`src/shared/bbcr_cfg.svh`:
```
// offsets, field positions, reset values and timing counts of the buck registers
`ifndef BBCR_CFG_SVH
`define BBCR_CFG_SVH

`define BBCR_ADDR_W 8
`define BBCR_DATA_W 8

`define BBCR_OFS_A_CTRL 8'h35
`define BBCR_OFS_A_LIMIT 8'h36
`define BBCR_OFS_B_RUN 8'h38
`define BBCR_OFS_B_STBY 8'h39
`define BBCR_OFS_B_SLP 8'h3a
`define BBCR_OFS_B_CTRL 8'h3b

`define BBCR_A_ILIM_HI 1
`define BBCR_A_ILIM_LO 0
`define BBCR_A_TMODE_BIT 4
`define BBCR_A_SLEEP_BIT 2
`define BBCR_CODE_HI 5
`define BBCR_CODE_LO 0

`define BBCR_B_RUN_EN_BIT 0
`define BBCR_B_STBY_EN_BIT 1
`define BBCR_B_SLEEP_EN_BIT 2
`define BBCR_B_LPWR_BIT 3
`define BBCR_B_SLEW_BIT 4
`define BBCR_B_DESC_FORCE_BIT 5
`define BBCR_B_FORCE_BIT 6
`define BBCR_B_DIS_OFF_BIT 7

`define BBCR_RST_ILIM 2'h0
`define BBCR_RST_CODE 6'h00
`define BBCR_RST_CTRL 8'h00
`define BBCR_RST_BYTE 8'h00
`define BBCR_LOAD_CYCLES 2'h2

`define BBCR_CLK_PERIOD_NS 10
`define BBCR_STEP_FAST_NS 2000
`define BBCR_STEP_SLOW_NS 4000
`define BBCR_STEP_FAST_CYC (`BBCR_STEP_FAST_NS / `BBCR_CLK_PERIOD_NS)
`define BBCR_STEP_SLOW_CYC (`BBCR_STEP_SLOW_NS / `BBCR_CLK_PERIOD_NS)
`define BBCR_TICK_W 9

`endif

```
`src/shared/bbcr_pkg.sv`:
```
// types of the buck regulator control register bank
package bbcr_pkg;

  typedef enum logic [1:0] {
    BBCR_MODE_RUN = 2'b00,
    BBCR_MODE_STANDBY = 2'b01,
    BBCR_MODE_SLEEP = 2'b10,
    BBCR_MODE_OFF = 2'b11
  } bbcr_mode_type;

  typedef enum logic {
    BBCR_PH_LOAD = 1'b0,
    BBCR_PH_RUN = 1'b1
  } bbcr_phase_type;

  typedef struct packed {
    logic [1:0] a_ilim;
    logic [5:0] b_run_code;
    logic b_run_enable;
    logic b_scaling_slew;
    logic b_discharge_disable;
    logic scaling_select;
  } bbcr_fuse_type;

  typedef struct packed {
    bbcr_fuse_type fuse;
    logic [1:0] mode;
    logic a_sleep_set;
  } bbcr_sync_type;

  typedef struct packed {
    logic [1:0] a_current_limit;
    logic a_timing_scheme;
    logic a_sleep_enable;
    logic b_on;
    logic [5:0] b_code;
    logic b_low_power;
    logic b_slew_slow;
    logic b_step_tick;
    logic b_forced_conduction_on_descent;
    logic b_forced_conduction;
    logic b_discharge_on;
  } bbcr_drive_type;

  typedef struct packed {
    bbcr_sync_type sync1;
    bbcr_sync_type sync2;
    bbcr_phase_type phase;
    logic [1:0] load_cnt;
    logic [1:0] a_ilim;
    logic a_tmode;
    logic a_sleep_en;
    logic [5:0] b_run;
    logic [5:0] b_stby;
    logic [5:0] b_slp;
    logic [7:0] b_ctrl;
    logic [7:0] rdata;
    logic [8:0] tick_cnt;
    bbcr_drive_type drive;
  } bbcr_state_type;

endpackage

```
`src/logic/bbcr_regs.sv`:
```
// buck converter control register bank with fuse load and mode decode
// Summary of operation
// - two-bit field selects first converter current limit 1.0/1.2/1.5/2.0 A
// - bit 4 of first converter limit register: 0 on-time, 1 off-time
// - six-bit run voltage code of second converter in bits 5 to 0
// - six-bit standby code, defaulting to the run code
// - six-bit sleep code, defaulting to the run code
// - control bit 0 run enable, fuse loaded, writing 0 turns it off
// - control bit 1 standby enable, defaulting to the fuse run enable
// - control bit 2 sleep enable, 0 turns converter off in sleep
// - control bit 3 puts converter in low power during standby or sleep
// - control bit 4 slew: 0 step every 2 us, 1 every 4 us
// - slew bit ignored while fuse scaling select is 1
// - control bit 5 forces continuous conduction during downward scaling
// - control bit 6 forces pulse width continuous conduction always
// - control bit 7 at 0 connects discharge resistor while disabled
// - fuse loaded fields take fuse values after reset, stay read/write
// - first converter sleep enable set by a request through a two-stage synchronizer, host read/write
`include "bbcr_cfg.svh"

module bbcr_regs (
  input wire logic clock,
  input wire logic reset_n,
  input wire logic clk_en,
  input wire logic [`BBCR_ADDR_W-1:0] reg_addr,
  input wire logic [`BBCR_DATA_W-1:0] reg_wdata,
  input wire logic reg_write,
  input wire logic reg_read,
  output logic [`BBCR_DATA_W-1:0] reg_rdata,
  input wire bbcr_pkg::bbcr_fuse_type fuse_in,
  input wire logic [1:0] power_mode,
  input wire logic buck_a_sleep_set,
  output bbcr_pkg::bbcr_drive_type buck_drive
);

  bbcr_pkg::bbcr_state_type st_r;
  bbcr_pkg::bbcr_state_type st_nxt;

  assign reg_rdata = st_r.rdata;
  assign buck_drive = st_r.drive;

  always_comb
  begin
    logic wr;
    logic rd;
    logic on;
    logic slow;
    logic [8:0] limit;
    wr = 1'b0;
    rd = 1'b0;
    on = 1'b0;
    slow = 1'b0;
    limit = 9'h000;
    st_nxt = st_r;
    // fuses, mode and set request come from other domains
    st_nxt.sync1.fuse = fuse_in;
    st_nxt.sync1.mode = power_mode;
    st_nxt.sync1.a_sleep_set = buck_a_sleep_set;
    st_nxt.sync2 = st_r.sync1;

    // host writes before the fuse load would be overwritten, so drop them; reads pass
    wr = reg_write && (st_r.phase == bbcr_pkg::BBCR_PH_RUN);
    rd = reg_read;

    case (st_r.phase)
      bbcr_pkg::BBCR_PH_LOAD:
      begin
        if (st_r.load_cnt == `BBCR_LOAD_CYCLES)
        begin
          st_nxt.a_ilim = st_r.sync2.fuse.a_ilim;
          st_nxt.b_run = st_r.sync2.fuse.b_run_code;
          st_nxt.b_stby = st_r.sync2.fuse.b_run_code;
          st_nxt.b_slp = st_r.sync2.fuse.b_run_code;
          st_nxt.b_ctrl[`BBCR_B_RUN_EN_BIT] =
            st_r.sync2.fuse.b_run_enable;
          st_nxt.b_ctrl[`BBCR_B_STBY_EN_BIT] =
            st_r.sync2.fuse.b_run_enable;
          st_nxt.b_ctrl[`BBCR_B_SLEW_BIT] =
            st_r.sync2.fuse.b_scaling_slew;
          st_nxt.b_ctrl[`BBCR_B_DIS_OFF_BIT] =
            st_r.sync2.fuse.b_discharge_disable;
          st_nxt.phase = bbcr_pkg::BBCR_PH_RUN;
        end
        else
        begin
          st_nxt.load_cnt = st_r.load_cnt + 2'h1;
        end
      end
      bbcr_pkg::BBCR_PH_RUN:
      begin
        st_nxt.phase = bbcr_pkg::BBCR_PH_RUN;
      end
      default:
      begin
        st_nxt.phase = bbcr_pkg::BBCR_PH_LOAD;
      end
    endcase

    if (wr)
    begin
      if (reg_addr == `BBCR_OFS_A_CTRL)
      begin
        st_nxt.a_sleep_en = reg_wdata[`BBCR_A_SLEEP_BIT];
      end
      else if (reg_addr == `BBCR_OFS_A_LIMIT)
      begin
        st_nxt.a_ilim = reg_wdata[`BBCR_A_ILIM_HI:`BBCR_A_ILIM_LO];
        st_nxt.a_tmode = reg_wdata[`BBCR_A_TMODE_BIT];
      end
      else if (reg_addr == `BBCR_OFS_B_RUN)
      begin
        st_nxt.b_run = reg_wdata[`BBCR_CODE_HI:`BBCR_CODE_LO];
      end
      else if (reg_addr == `BBCR_OFS_B_STBY)
      begin
        st_nxt.b_stby = reg_wdata[`BBCR_CODE_HI:`BBCR_CODE_LO];
      end
      else if (reg_addr == `BBCR_OFS_B_SLP)
      begin
        st_nxt.b_slp = reg_wdata[`BBCR_CODE_HI:`BBCR_CODE_LO];
      end
      else if (reg_addr == `BBCR_OFS_B_CTRL)
      begin
        st_nxt.b_ctrl = reg_wdata;
      end
    end
    // set from internal logic wins over a host clear in the same cycle
    if (st_r.sync2.a_sleep_set)
    begin
      st_nxt.a_sleep_en = 1'b1;
    end

    st_nxt.rdata = `BBCR_RST_BYTE;
    if (rd)
    begin
      if (reg_addr == `BBCR_OFS_A_CTRL)
      begin
        st_nxt.rdata[`BBCR_A_SLEEP_BIT] = st_r.a_sleep_en;
      end
      else if (reg_addr == `BBCR_OFS_A_LIMIT)
      begin
        st_nxt.rdata[`BBCR_A_ILIM_HI:`BBCR_A_ILIM_LO] = st_r.a_ilim;
        st_nxt.rdata[`BBCR_A_TMODE_BIT] = st_r.a_tmode;
      end
      else if (reg_addr == `BBCR_OFS_B_RUN)
      begin
        st_nxt.rdata[`BBCR_CODE_HI:`BBCR_CODE_LO] = st_r.b_run;
      end
      else if (reg_addr == `BBCR_OFS_B_STBY)
      begin
        st_nxt.rdata[`BBCR_CODE_HI:`BBCR_CODE_LO] = st_r.b_stby;
      end
      else if (reg_addr == `BBCR_OFS_B_SLP)
      begin
        st_nxt.rdata[`BBCR_CODE_HI:`BBCR_CODE_LO] = st_r.b_slp;
      end
      else if (reg_addr == `BBCR_OFS_B_CTRL)
      begin
        st_nxt.rdata = st_r.b_ctrl;
      end
    end

    // outputs to the converters follow the registers one cycle later
    case (st_r.sync2.mode)
      bbcr_pkg::BBCR_MODE_RUN:
      begin
        on = st_r.b_ctrl[`BBCR_B_RUN_EN_BIT];
        st_nxt.drive.b_code = st_r.b_run;
      end
      bbcr_pkg::BBCR_MODE_STANDBY:
      begin
        on = st_r.b_ctrl[`BBCR_B_STBY_EN_BIT];
        st_nxt.drive.b_code = st_r.b_stby;
      end
      bbcr_pkg::BBCR_MODE_SLEEP:
      begin
        on = st_r.b_ctrl[`BBCR_B_SLEEP_EN_BIT];
        st_nxt.drive.b_code = st_r.b_slp;
      end
      default:
      begin
        on = 1'b0;
        st_nxt.drive.b_code = st_r.b_run;
      end
    endcase
    st_nxt.drive.b_on = on;
    st_nxt.drive.b_low_power = on && st_r.b_ctrl[`BBCR_B_LPWR_BIT] &&
      (st_r.sync2.mode == bbcr_pkg::BBCR_MODE_STANDBY ||
       st_r.sync2.mode == bbcr_pkg::BBCR_MODE_SLEEP);
    st_nxt.drive.b_forced_conduction_on_descent =
      st_r.b_ctrl[`BBCR_B_DESC_FORCE_BIT];
    st_nxt.drive.b_forced_conduction = st_r.b_ctrl[`BBCR_B_FORCE_BIT];
    st_nxt.drive.b_discharge_on =
      !on && !st_r.b_ctrl[`BBCR_B_DIS_OFF_BIT];
    st_nxt.drive.a_current_limit = st_r.a_ilim;
    st_nxt.drive.a_timing_scheme = st_r.a_tmode;
    st_nxt.drive.a_sleep_enable = st_r.a_sleep_en;

    // with the fuse select set the slew comes from elsewhere; fast pace here
    slow = st_r.b_ctrl[`BBCR_B_SLEW_BIT] &&
      !st_r.sync2.fuse.scaling_select;
    st_nxt.drive.b_slew_slow = slow;
    limit = slow ? `BBCR_TICK_W'(`BBCR_STEP_SLOW_CYC) :
      `BBCR_TICK_W'(`BBCR_STEP_FAST_CYC);
    st_nxt.drive.b_step_tick = 1'b0;
    if (st_r.tick_cnt >= limit - 9'h001)
    begin
      st_nxt.tick_cnt = 9'h000;
      st_nxt.drive.b_step_tick = 1'b1;
    end
    else
    begin
      st_nxt.tick_cnt = st_r.tick_cnt + 9'h001;
    end
  end

  always_ff @(posedge clock or negedge reset_n)
  begin
    if (!reset_n)
    begin
      st_r <= '0;
    end
    else if (clk_en)
    begin
      st_r <= st_nxt;
    end
  end

endmodule

```
`config.mk`:
```
export PLATFORM = sky130hd
export DESIGN_NAME = bbcr_regs
export DESIGN_NICKNAME = d
export VERILOG_FILES = /design/src/shared/bbcr_pkg.sv /design/src/logic/bbcr_regs.sv
export VERILOG_INCLUDE_DIRS = /design/src /design/src/shared
export SDC_FILE = /design/constraint.sdc
export NUM_CORES = 1
export LEC_CHECK = 0
export BUFFER_PORTS_ARGS = -buffer_cell sky130_fd_sc_hd__buf_2
export CORE_UTILIZATION = 47
export DETAILED_ROUTE_END_ITERATION = 6
export PLACE_DENSITY_LB_ADDON = 0.08
export SYNTH_ARGS = -nofsm -noshare
export SYNTH_HDL_FRONTEND = slang
export SYNTH_SLANG_ARGS = --single-unit
```
`constraint.sdc`:
```
create_clock -name clock -period 2.4 [get_ports clock]
set_input_delay 0 -clock clock [delete_from_list [all_inputs] [get_ports clock]]
set_output_delay 0 -clock clock [all_outputs]
set_load 0.03 [all_outputs]
```
Word level (Yosys, flattened, before mapping). Cells that the tools add are included.

Register bits after elaboration: 97. Output and inout bits: 25. Logic and storage cells: 119.

Add/sub/neg operators: 3. Magnitude comparators: 1. Eq/ne operators: 9. Multiplexer cells: 44. Bitwise gates (word level): 7. Reduce and logical (&&, ||, !) cells: 16.

Operators with widths (count): two-way mux 26 bit (2); equality test 8 x 6 -> 1 bit (second input constant) (6); two-way mux 19 bit (2); two-way mux 6 bit (6); two-way mux 8 bit (4); two-way mux 30 bit (1); two-way mux 2 bit (10); two-way mux 20 bit (1); two-way mux 9 bit (2); two-way mux 14 bit (1); case mux 6 bit (2 select lines) (1); adder 9 x 1 -> 9 bit (second input constant) (1); greater-or-equal comparator 9 bit (1); two-way mux 3 bit (3); subtractor 9 x 1 -> 9 bit (second input constant) (1); two-way mux 1 bit (8); AND reduction 8 bit (1); NOT 1 bit (7); AND reduction 3 bit (2); logical AND 1 bit (5); two-way mux 5 bit (1); equality test 2 bit (second input constant) (2); AND reduction 4 bit (1); nonzero test 2 bit (2); other kinds (7) (9).

Logic depth before layout (Yosys ltp). Gate-level depths: netlist (run 1).

Depth after elaboration: 11. Mapped depth: 8.

Least setup slack after synthesis (run 1). OpenSTA, ideal clock, no wires.

Path type: flip-flop to flip-flop. From: reg st_r[70] (netlist name). To: reg st_r (netlist bit buck_drive[3]). Arrival: 1.712 ns. Data required time: 2.281 ns. Slack: 0.569 ns. Stages on the path, launching flop included: 9. Buffers on the path: 0. Cell sequence: dfrtp_1 -> nand2b_1 -> inv_1 -> ha_1 -> or2_2 -> a31oi_1 -> a31oi_1 -> or2_2 -> o21a_1.

RTL lines: start: declaration (RTL line bbcr_regs.sv:36) `bbcr_pkg::bbcr_state_type st_r;`; start signal: assignment (RTL line bbcr_regs.sv:225) `st_r <= st_nxt;`.

==> results of run 1 <==
-- layout make-up --
type / count / area, µm²
multi-input combinational: 258 / 1976
clock inverter: 6 / 47.55
timing repair buffer: 89 / 588.1
inverter: 17 / 63.81
sequential: 97 / 2427
tap: 133 / 166.4
fill: 890 / 4368
clock buffer: 10 / 137.6
-- metal layers --
layer	global-route usage	up-vias	share of wire
met5	0	-	0
met4	0.06044	0	0.0089
met3	0.02941	8	0.044
met2	0.3325	106	0.45
met1	0.3386	1647	0.50
li1	-	1618	-
-- cells by family (layout without fill, tap and decap cells) --
logic type      after synthesis  after routing  share of synthesized area
flops                        97             97                     0.5123
compound gates              120            120                     0.1843
buf+inv                      62            122                    0.07077
xor+xnor                      5              5                   0.009244
simple gates                 79             79                    0.08793
mux                          44             44                     0.1091
fa+ha+maj                    10             10                    0.02641
-- critical path: cells and delay by family (launching register included) --
| family | cells | cell delay (ps) |
|---|---|---|
| adder cells (fa/ha/maj) | 1 | 260 |
| AND/OR/NAND/NOR | 3 | 730 |
| flip-flops | 1 | 410 |
| buffers and inverters | 1 | 70 |
| AO/OA/AOI/OAI | 3 | 400 |
-- placed cells by master (no fill, tap or decap), types with 8 or more instances in the layout --
cell	n
o22ai_1	9
o21ai_0	14
ha_1	10
nor2_1	19
clkbuf_8	10
nand3_1	9
nand2b_1	10
a2bb2oi_1	8
inv_1	16
a21o_1	10
dlygate4sd3_1	22
mux2_2	39
a22oi_1	21
nand2_1	14
o2bb2ai_1	17
dfrtp_1	97
a21oi_1	13
buf_2	59
-- timing repair --
item,in CTS,in global routing
hold buffers,22,0
resized for setup,0,0
hold endpoints to repair,68,0
-- power groups by stage --
stage / sequential (µW) / clock, µW / combinational (µW)
after CTS: 2410 / 1050 / 1130
after floorplan: 2300 / 0 / 953
after detailed placement: 2440 / 0 / 1100
after global routing: 2480 / 1130 / 1250
after global placement: 2440 / 0 / 1080
final: 2420 / 1010 / 1120
-- state kept, by name, summed over array words and instances, names as in the netlist --
signal / cells
reg_rdata: 8
buck_drive: 17
st_r: 51
st_nxt: 21
-- final timing paths --
| path | startpoint | slack, ps | to |
|---|---|---|---|
| max | st_r[38] | 430 | buck_drive[3] |
| min | reg_wdata[0] | 20 | st_r[34] |
| max reg2reg | st_r[38] | 430 | buck_drive[3] |
| min reg2reg | buck_drive[8] | 480 | buck_drive[8] |
| max in group asynchronous | reset_n | 1510 | buck_drive[6] |
| min in group asynchronous | reset_n | 180 | st_r[19] |
-- metrics by stage --
step / total power [µW] / cells
2_1_floorplan: 3251 / 417
3_3_place_gp: 3512 / 572
3_5_place_dp: 3539 / 572
4_1_cts: 4591 / 610
5_1_grt: 4859 / 610
6_report: 4549 / 610
==> impl_results.md, run 1 <==
- Status: finished clean
- Synthesized area: between 4000 and 5000 µm²
- GRT overflow: 0
- # DRC: 0
- Hold depth: 3
- Synth top cells by count: dfrtp_1, mux2_2, buf_4
- Via count: roughly 3,400
- Post-DRT Antenna Nets: 0
- Clock skew: ~14 ps
- Yosys top cell by area: dfrtp_1
- Net Sw Power: roughly 1500 µW
- Crit end category: flop
- Critical path cell sequence: nand2b_1, inv_1, ha_1, or2_2, a31oi_1, a31oi_1, or2_2, o21a_1
- Seq cells post-synth: between 90 and 100
- Count of pins over their slew limit: 0
- Asr flop ratio synth: 1.000
- Fin. Hold Viols: 0
- Req. time, crit path: roughly 2700 ps
- Die area: roughly 10,000 µm²
- Largest stage delay, worst path: 410 ps
- Pwr/cell area: 841.5 nW/µm²
- Sequential share of the synthesized area: 0.5123
- Row count: 36
- Num CTS Buffers: 9
- Clock Sinks: a little under 100
- Post-route cell area: ~5400 µm²
- FF-to-FF path depth: 8
- Worst-path clk slew: approximately 90 ps
- Final net count: 518
- Root Buffer: clkbuf_8
- Min Tclk post-route: between 1500 and 2000 ps
- Max Fclk: a little over 0.5 GHz
- Clock share of power: 0.223
- Critical Path Source Type: flop
- Max cap viols: 0
- Clk buf depth: 2
- Die H: 102.4 µm
- RSZ-0062 raised after global routing: no
- Synth cell types: 50
- Vias in the first global route: 3,305
- CP arrival: ~2200 ps
- Drt first pass iters: 6
- Largest net degree at the start of global routing: 46
- Share of cells above drive strength 1: 0.2746
- Worst slew pin tran: about 630 ps
- Area of the core: ~9800 µm²
- HPWL Detailed: about 7400 µm
- Utilization after layout: 0.5531
- Buffer count from post-CTS setup fixing: 0
- Area growth syn-to-layout: 14.10%
- Ys Warns: 0
- Setup WS pre-CTS: around 430 ps
- Crit path kind: reg -> reg
- Worst hold-check path type: in -> reg
- PnR worst setup slack: around 430 ps
- Routed length per placed instance: between 15 and 20 µm
- Die X: slightly above 100 µm
- First-pass GRT wire length: ~18,000 µm
- Max Fanout on Critical Path: 6
- Top Ports: just over 60
- Final setup viols: 0
- Sw frac: 0.3394
- Synth top area cells: dfrtp_1, mux2_2, buf_4, a22oi_1, o2bb2ai_1
- Ant. Diodes: 0
- CTS tree: yes
- Final period util: 0.8221
- Clock Latency Late Sink: 360 ps
- Final GP Congestion: about 0.8
- First-iteration detailed-routing DRC count: approximately 220
- Synthesized Nets: between 400 and 500
- Slowest-stage cell, CP: dfrtp_1
- Reg power frac: 0.532
- Avg Inst Size Synth: about 11 µm²
- Post-synth top flop: dfrtp_1
- VDD IR max: approximately 0.00044 V
- Top cell type's share of synthesized area: 0.5123
- Port Buffers: 60
- Final TNS setup: 0 ps
- Mapped Cells: 417
- Internal: approximately 3000 µW
- Initial antenna violation count: 0
- DR vias/cell: approximately 5.5
- WHS: about 20 ps
- Combinational Power Share: 0.246
- Clock H-tree levels: 3
- Slew headroom: 0.5831
- Routed wire length: approximately 10,000 µm
- Area after DPL: between 5000 and 6000 µm²
- Initial Util: 0.4848
- Count leader, synth: dfrtp_1
- GRT Total Usage: 0.2225
- EDFF count, synth: 0
- Static Leak: ~0.0024 µW
No activity file was read; power rests on OpenSTA's default activity.
==> run 2, diff against run 1 <==
==> constraint.sdc (replaced) <==
create_clock -name clock -period 1.9 [get_ports clock]
set_input_delay 0 -clock clock [delete_from_list [all_inputs] [get_ports clock]]
set_output_delay 0 -clock clock [all_outputs]
set_load 0.03 [all_outputs]
==> impl_results.md, run 2 (same netlist as run 1, synthesis figures left out) <==
- Slew headroom: 0.6565 (+0.07344)
- Busiest layer in global routing: met2
- CTS tree: yes
- Worst reg2reg path startpoint: st_r[70]
- Max Fanout on Critical Path: 5 (-1)
- Pwr/cell area: 1085 nW/µm² (+29%)
- Max FFs per register: 51 (unchanged)
- Area of the core: 9774 µm² (unchanged)
- Final setup viols: 0 (unchanged)
- Top Ports: 61 (unchanged)
- Final period util: 0.9839 (+0.1618)
- Die H: 102.4 µm (unchanged)
- Ant. Diodes: 0 (unchanged)
- Via count: 3,440 (+1.8%)
- Post-route cell area: 5594 µm² (+3.5%)
- CP arrival: 2120 ps (-100 ps)
- PnR worst setup slack: 30.51 ps (-396.4 ps)
- Most common cell after layout, fill and taps aside: dfrtp_1
- Port Buffers: 60 (unchanged)
- Commonest cells after routing, fill and taps aside: dfrtp_1, buf_2, mux2_2
- GRT Total Usage: 0.2186 (-0.003868)
- Req. time, crit path: 2150 ps (-500 ps)
- Count of pins over their slew limit: 0 (unchanged)
- WP buf/inv: 3 (+2)
- Fin. Hold Viols: 0 (unchanged)
- GR Layer Usage met3: 0.03010 (+0.0006840)
- Largest register by flop count: st_r
- Initial Util: 0.4848 (unchanged)
- GRT overflow: 0 (unchanged)
- Area growth syn-to-layout: 18.06%
- Non-Filler Instances: 624 (+2.3%)
- Min Tclk post-route: 1869 ps (-103.6 ps)
- First-iteration detailed-routing DRC count: 158 (-29%)
- Final net count: 532 (+2.7%)
- # DRC: 0 (unchanged)
- Clock Sinks: 97 (unchanged)
- First-pass GRT wire length: 17,310 µm (-2.3%)
- Root Buffer: clkbuf_8
- WHS: 83.65 ps (+64.03 ps)
- Max cap viols: 0 (unchanged)
- Crit path kind: reg -> reg
- Slowest-stage cell, CP: dfrtp_1
- Static Leak: 0.002489 µW (+3.9%)
- Max Fclk: 0.5349 GHz (+5.5%)
- Largest stage delay, worst path: 380 ps (-30 ps)
- Num CTS Buffers: 9 (unchanged)
- Drt first pass iters: 4 (-2)
- Crit end category: flop
- Initial antenna violation count: 0 (unchanged)
- Post-DRT Antenna Nets: 0 (unchanged)
- Routed length per placed instance: 17.08 µm (about the same)
- Final Total Pwr: 6067 µW (+33%)
- Worst-path clk slew: 90 ps (about the same)
- Routed wire length: 10,660 µm (+2.3%)
- Clock Latency Late Sink: 360 ps (about the same)
- Post-placement cell count: 582 (+1.7%)
- Critical Path Source Type: flop
- Vias in the first global route: 3,354 (+1.5%)
- Clock H-tree levels: 3 (unchanged)
- Critical path startpoint: st_r[70]
- Met2 GRT Util: 0.3361 (+0.003614)
- Worst hold-check path type: in -> async
- Die area: 10,490 µm² (unchanged)
- Row count: 36 (unchanged)
- Largest net degree at the start of global routing: 70 (+52%)
- Critical path cell sequence: nand2b_4, buf_4, buf_4, ha_1, a31oi_1, a31oi_1, buf_4, and2_4, nor2_2
- Die X: 102.4 µm (unchanged)
- DR vias/cell: 5.513 (-0.48%)
- Setup WS pre-CTS: 27.82 ps (-406.0 ps)
- Area after DPL: 5089 µm² (+1.8%)
- Share of cells above drive strength 1: 0.3014 (+0.02679)
- Worst slew pin tran: 511.3 ps (-114.1 ps)
- Global Route met1 Usage: 0.3093 (-0.02931)
- Delay-heaviest family, CP: buffers and inverters
- Status: finished clean
- HPWL Detailed: 7424 µm (+0.71%)
- Most used cell, CP: buf_4
- Final GP Congestion: 0.8846 (+11%)
- VDD IR max: 0.0005002 V (+14%)
- Clk buf depth: 2 (unchanged)
- Clock skew: 9.667 ps (-4.026 ps)
-- run 2: changes by cell type in the layout (fill, tap and decap cells not counted), sizes merged --
cell | previous run | this run
dlygate4sd3 | 22 | 24
inv | 20 | 16
clkinv | 2 | 4
clkbuf | 10 | 11
clkinvlp | 1 | 0
bufinv | 0 | 2
buf | 67 | 79
-- run 2: worst reg2reg max path, stage by stage, from the launching register on --
cell      delay (ps)
dfrtp_1          380
nand2b_4         140
buf_4            120
buf_4            120
ha_1             270
a31oi_1           90
a31oi_1          230
buf_4            190
and2_4           170
nor2_2            50
-- run 2: area by class of cell --
class                   count  area (µm²)
multi-input cells         258        2006
inverters                  17       63.81
clock buffers              11       141.4
well taps                 133       166.4
flip-flops and latches     97        2427
repair buffers            103       710.7
clock inverters             5       78.83
fillers                   860        4180
-- run 2: power by group --
part / total, µW / switching, µW / internal [µW] / leakage (µW)
registers: 3070 / 496 / 2570 / 0.00119
logic: 1520 / 747 / 771 / 0.00118
clock network: 1480 / 707 / 776 / 0.000113
total: 6070 / 1950 / 4120 / 0.00249
-- run 2: stage by stage --
stage / TNS [ps] / utilization
2_1_floorplan: 0 / -
3_3_place_gp: 0 / 0.5206
3_5_place_dp: 0 / 0.5206
4_1_cts: 0 / 0.5677
5_1_grt: -343.1 / 0.5723
6_report: 0 / 0.5723
-- run 2: worst paths after layout --
path / end / slack (ps) / depth (start not counted)
setup / recovery: st_r[25] / 30 / 9
hold / removal: buck_drive[0] / 80 / 2
setup reg to reg: st_r[25] / 30 / 9
hold reg to reg: st_r[64] / 480 / 1
max in group asynchronous: st_r[47] / 1210 / 3
min in group clock: st_r[18] / 140 / 3
-- run 2: repair_timing --
action	CTS	global route
buffers inserted	0	2
hold buffers	24	0
gates resized for setup	0	7
setup endpoints to repair	0	8
endpoints found under the hold margin	126	0
-- run 2: layer usage --
metal | vias to the layer above | share of wire | wire length (µm)
li1 | 1651 | - | -
met1 | 1689 | 0.50 | 5307
met2 | 87 | 0.45 | 4770
met3 | 13 | 0.034 | 363
met4 | 0 | 0.020 | 218
met5 | - | 0 | 0
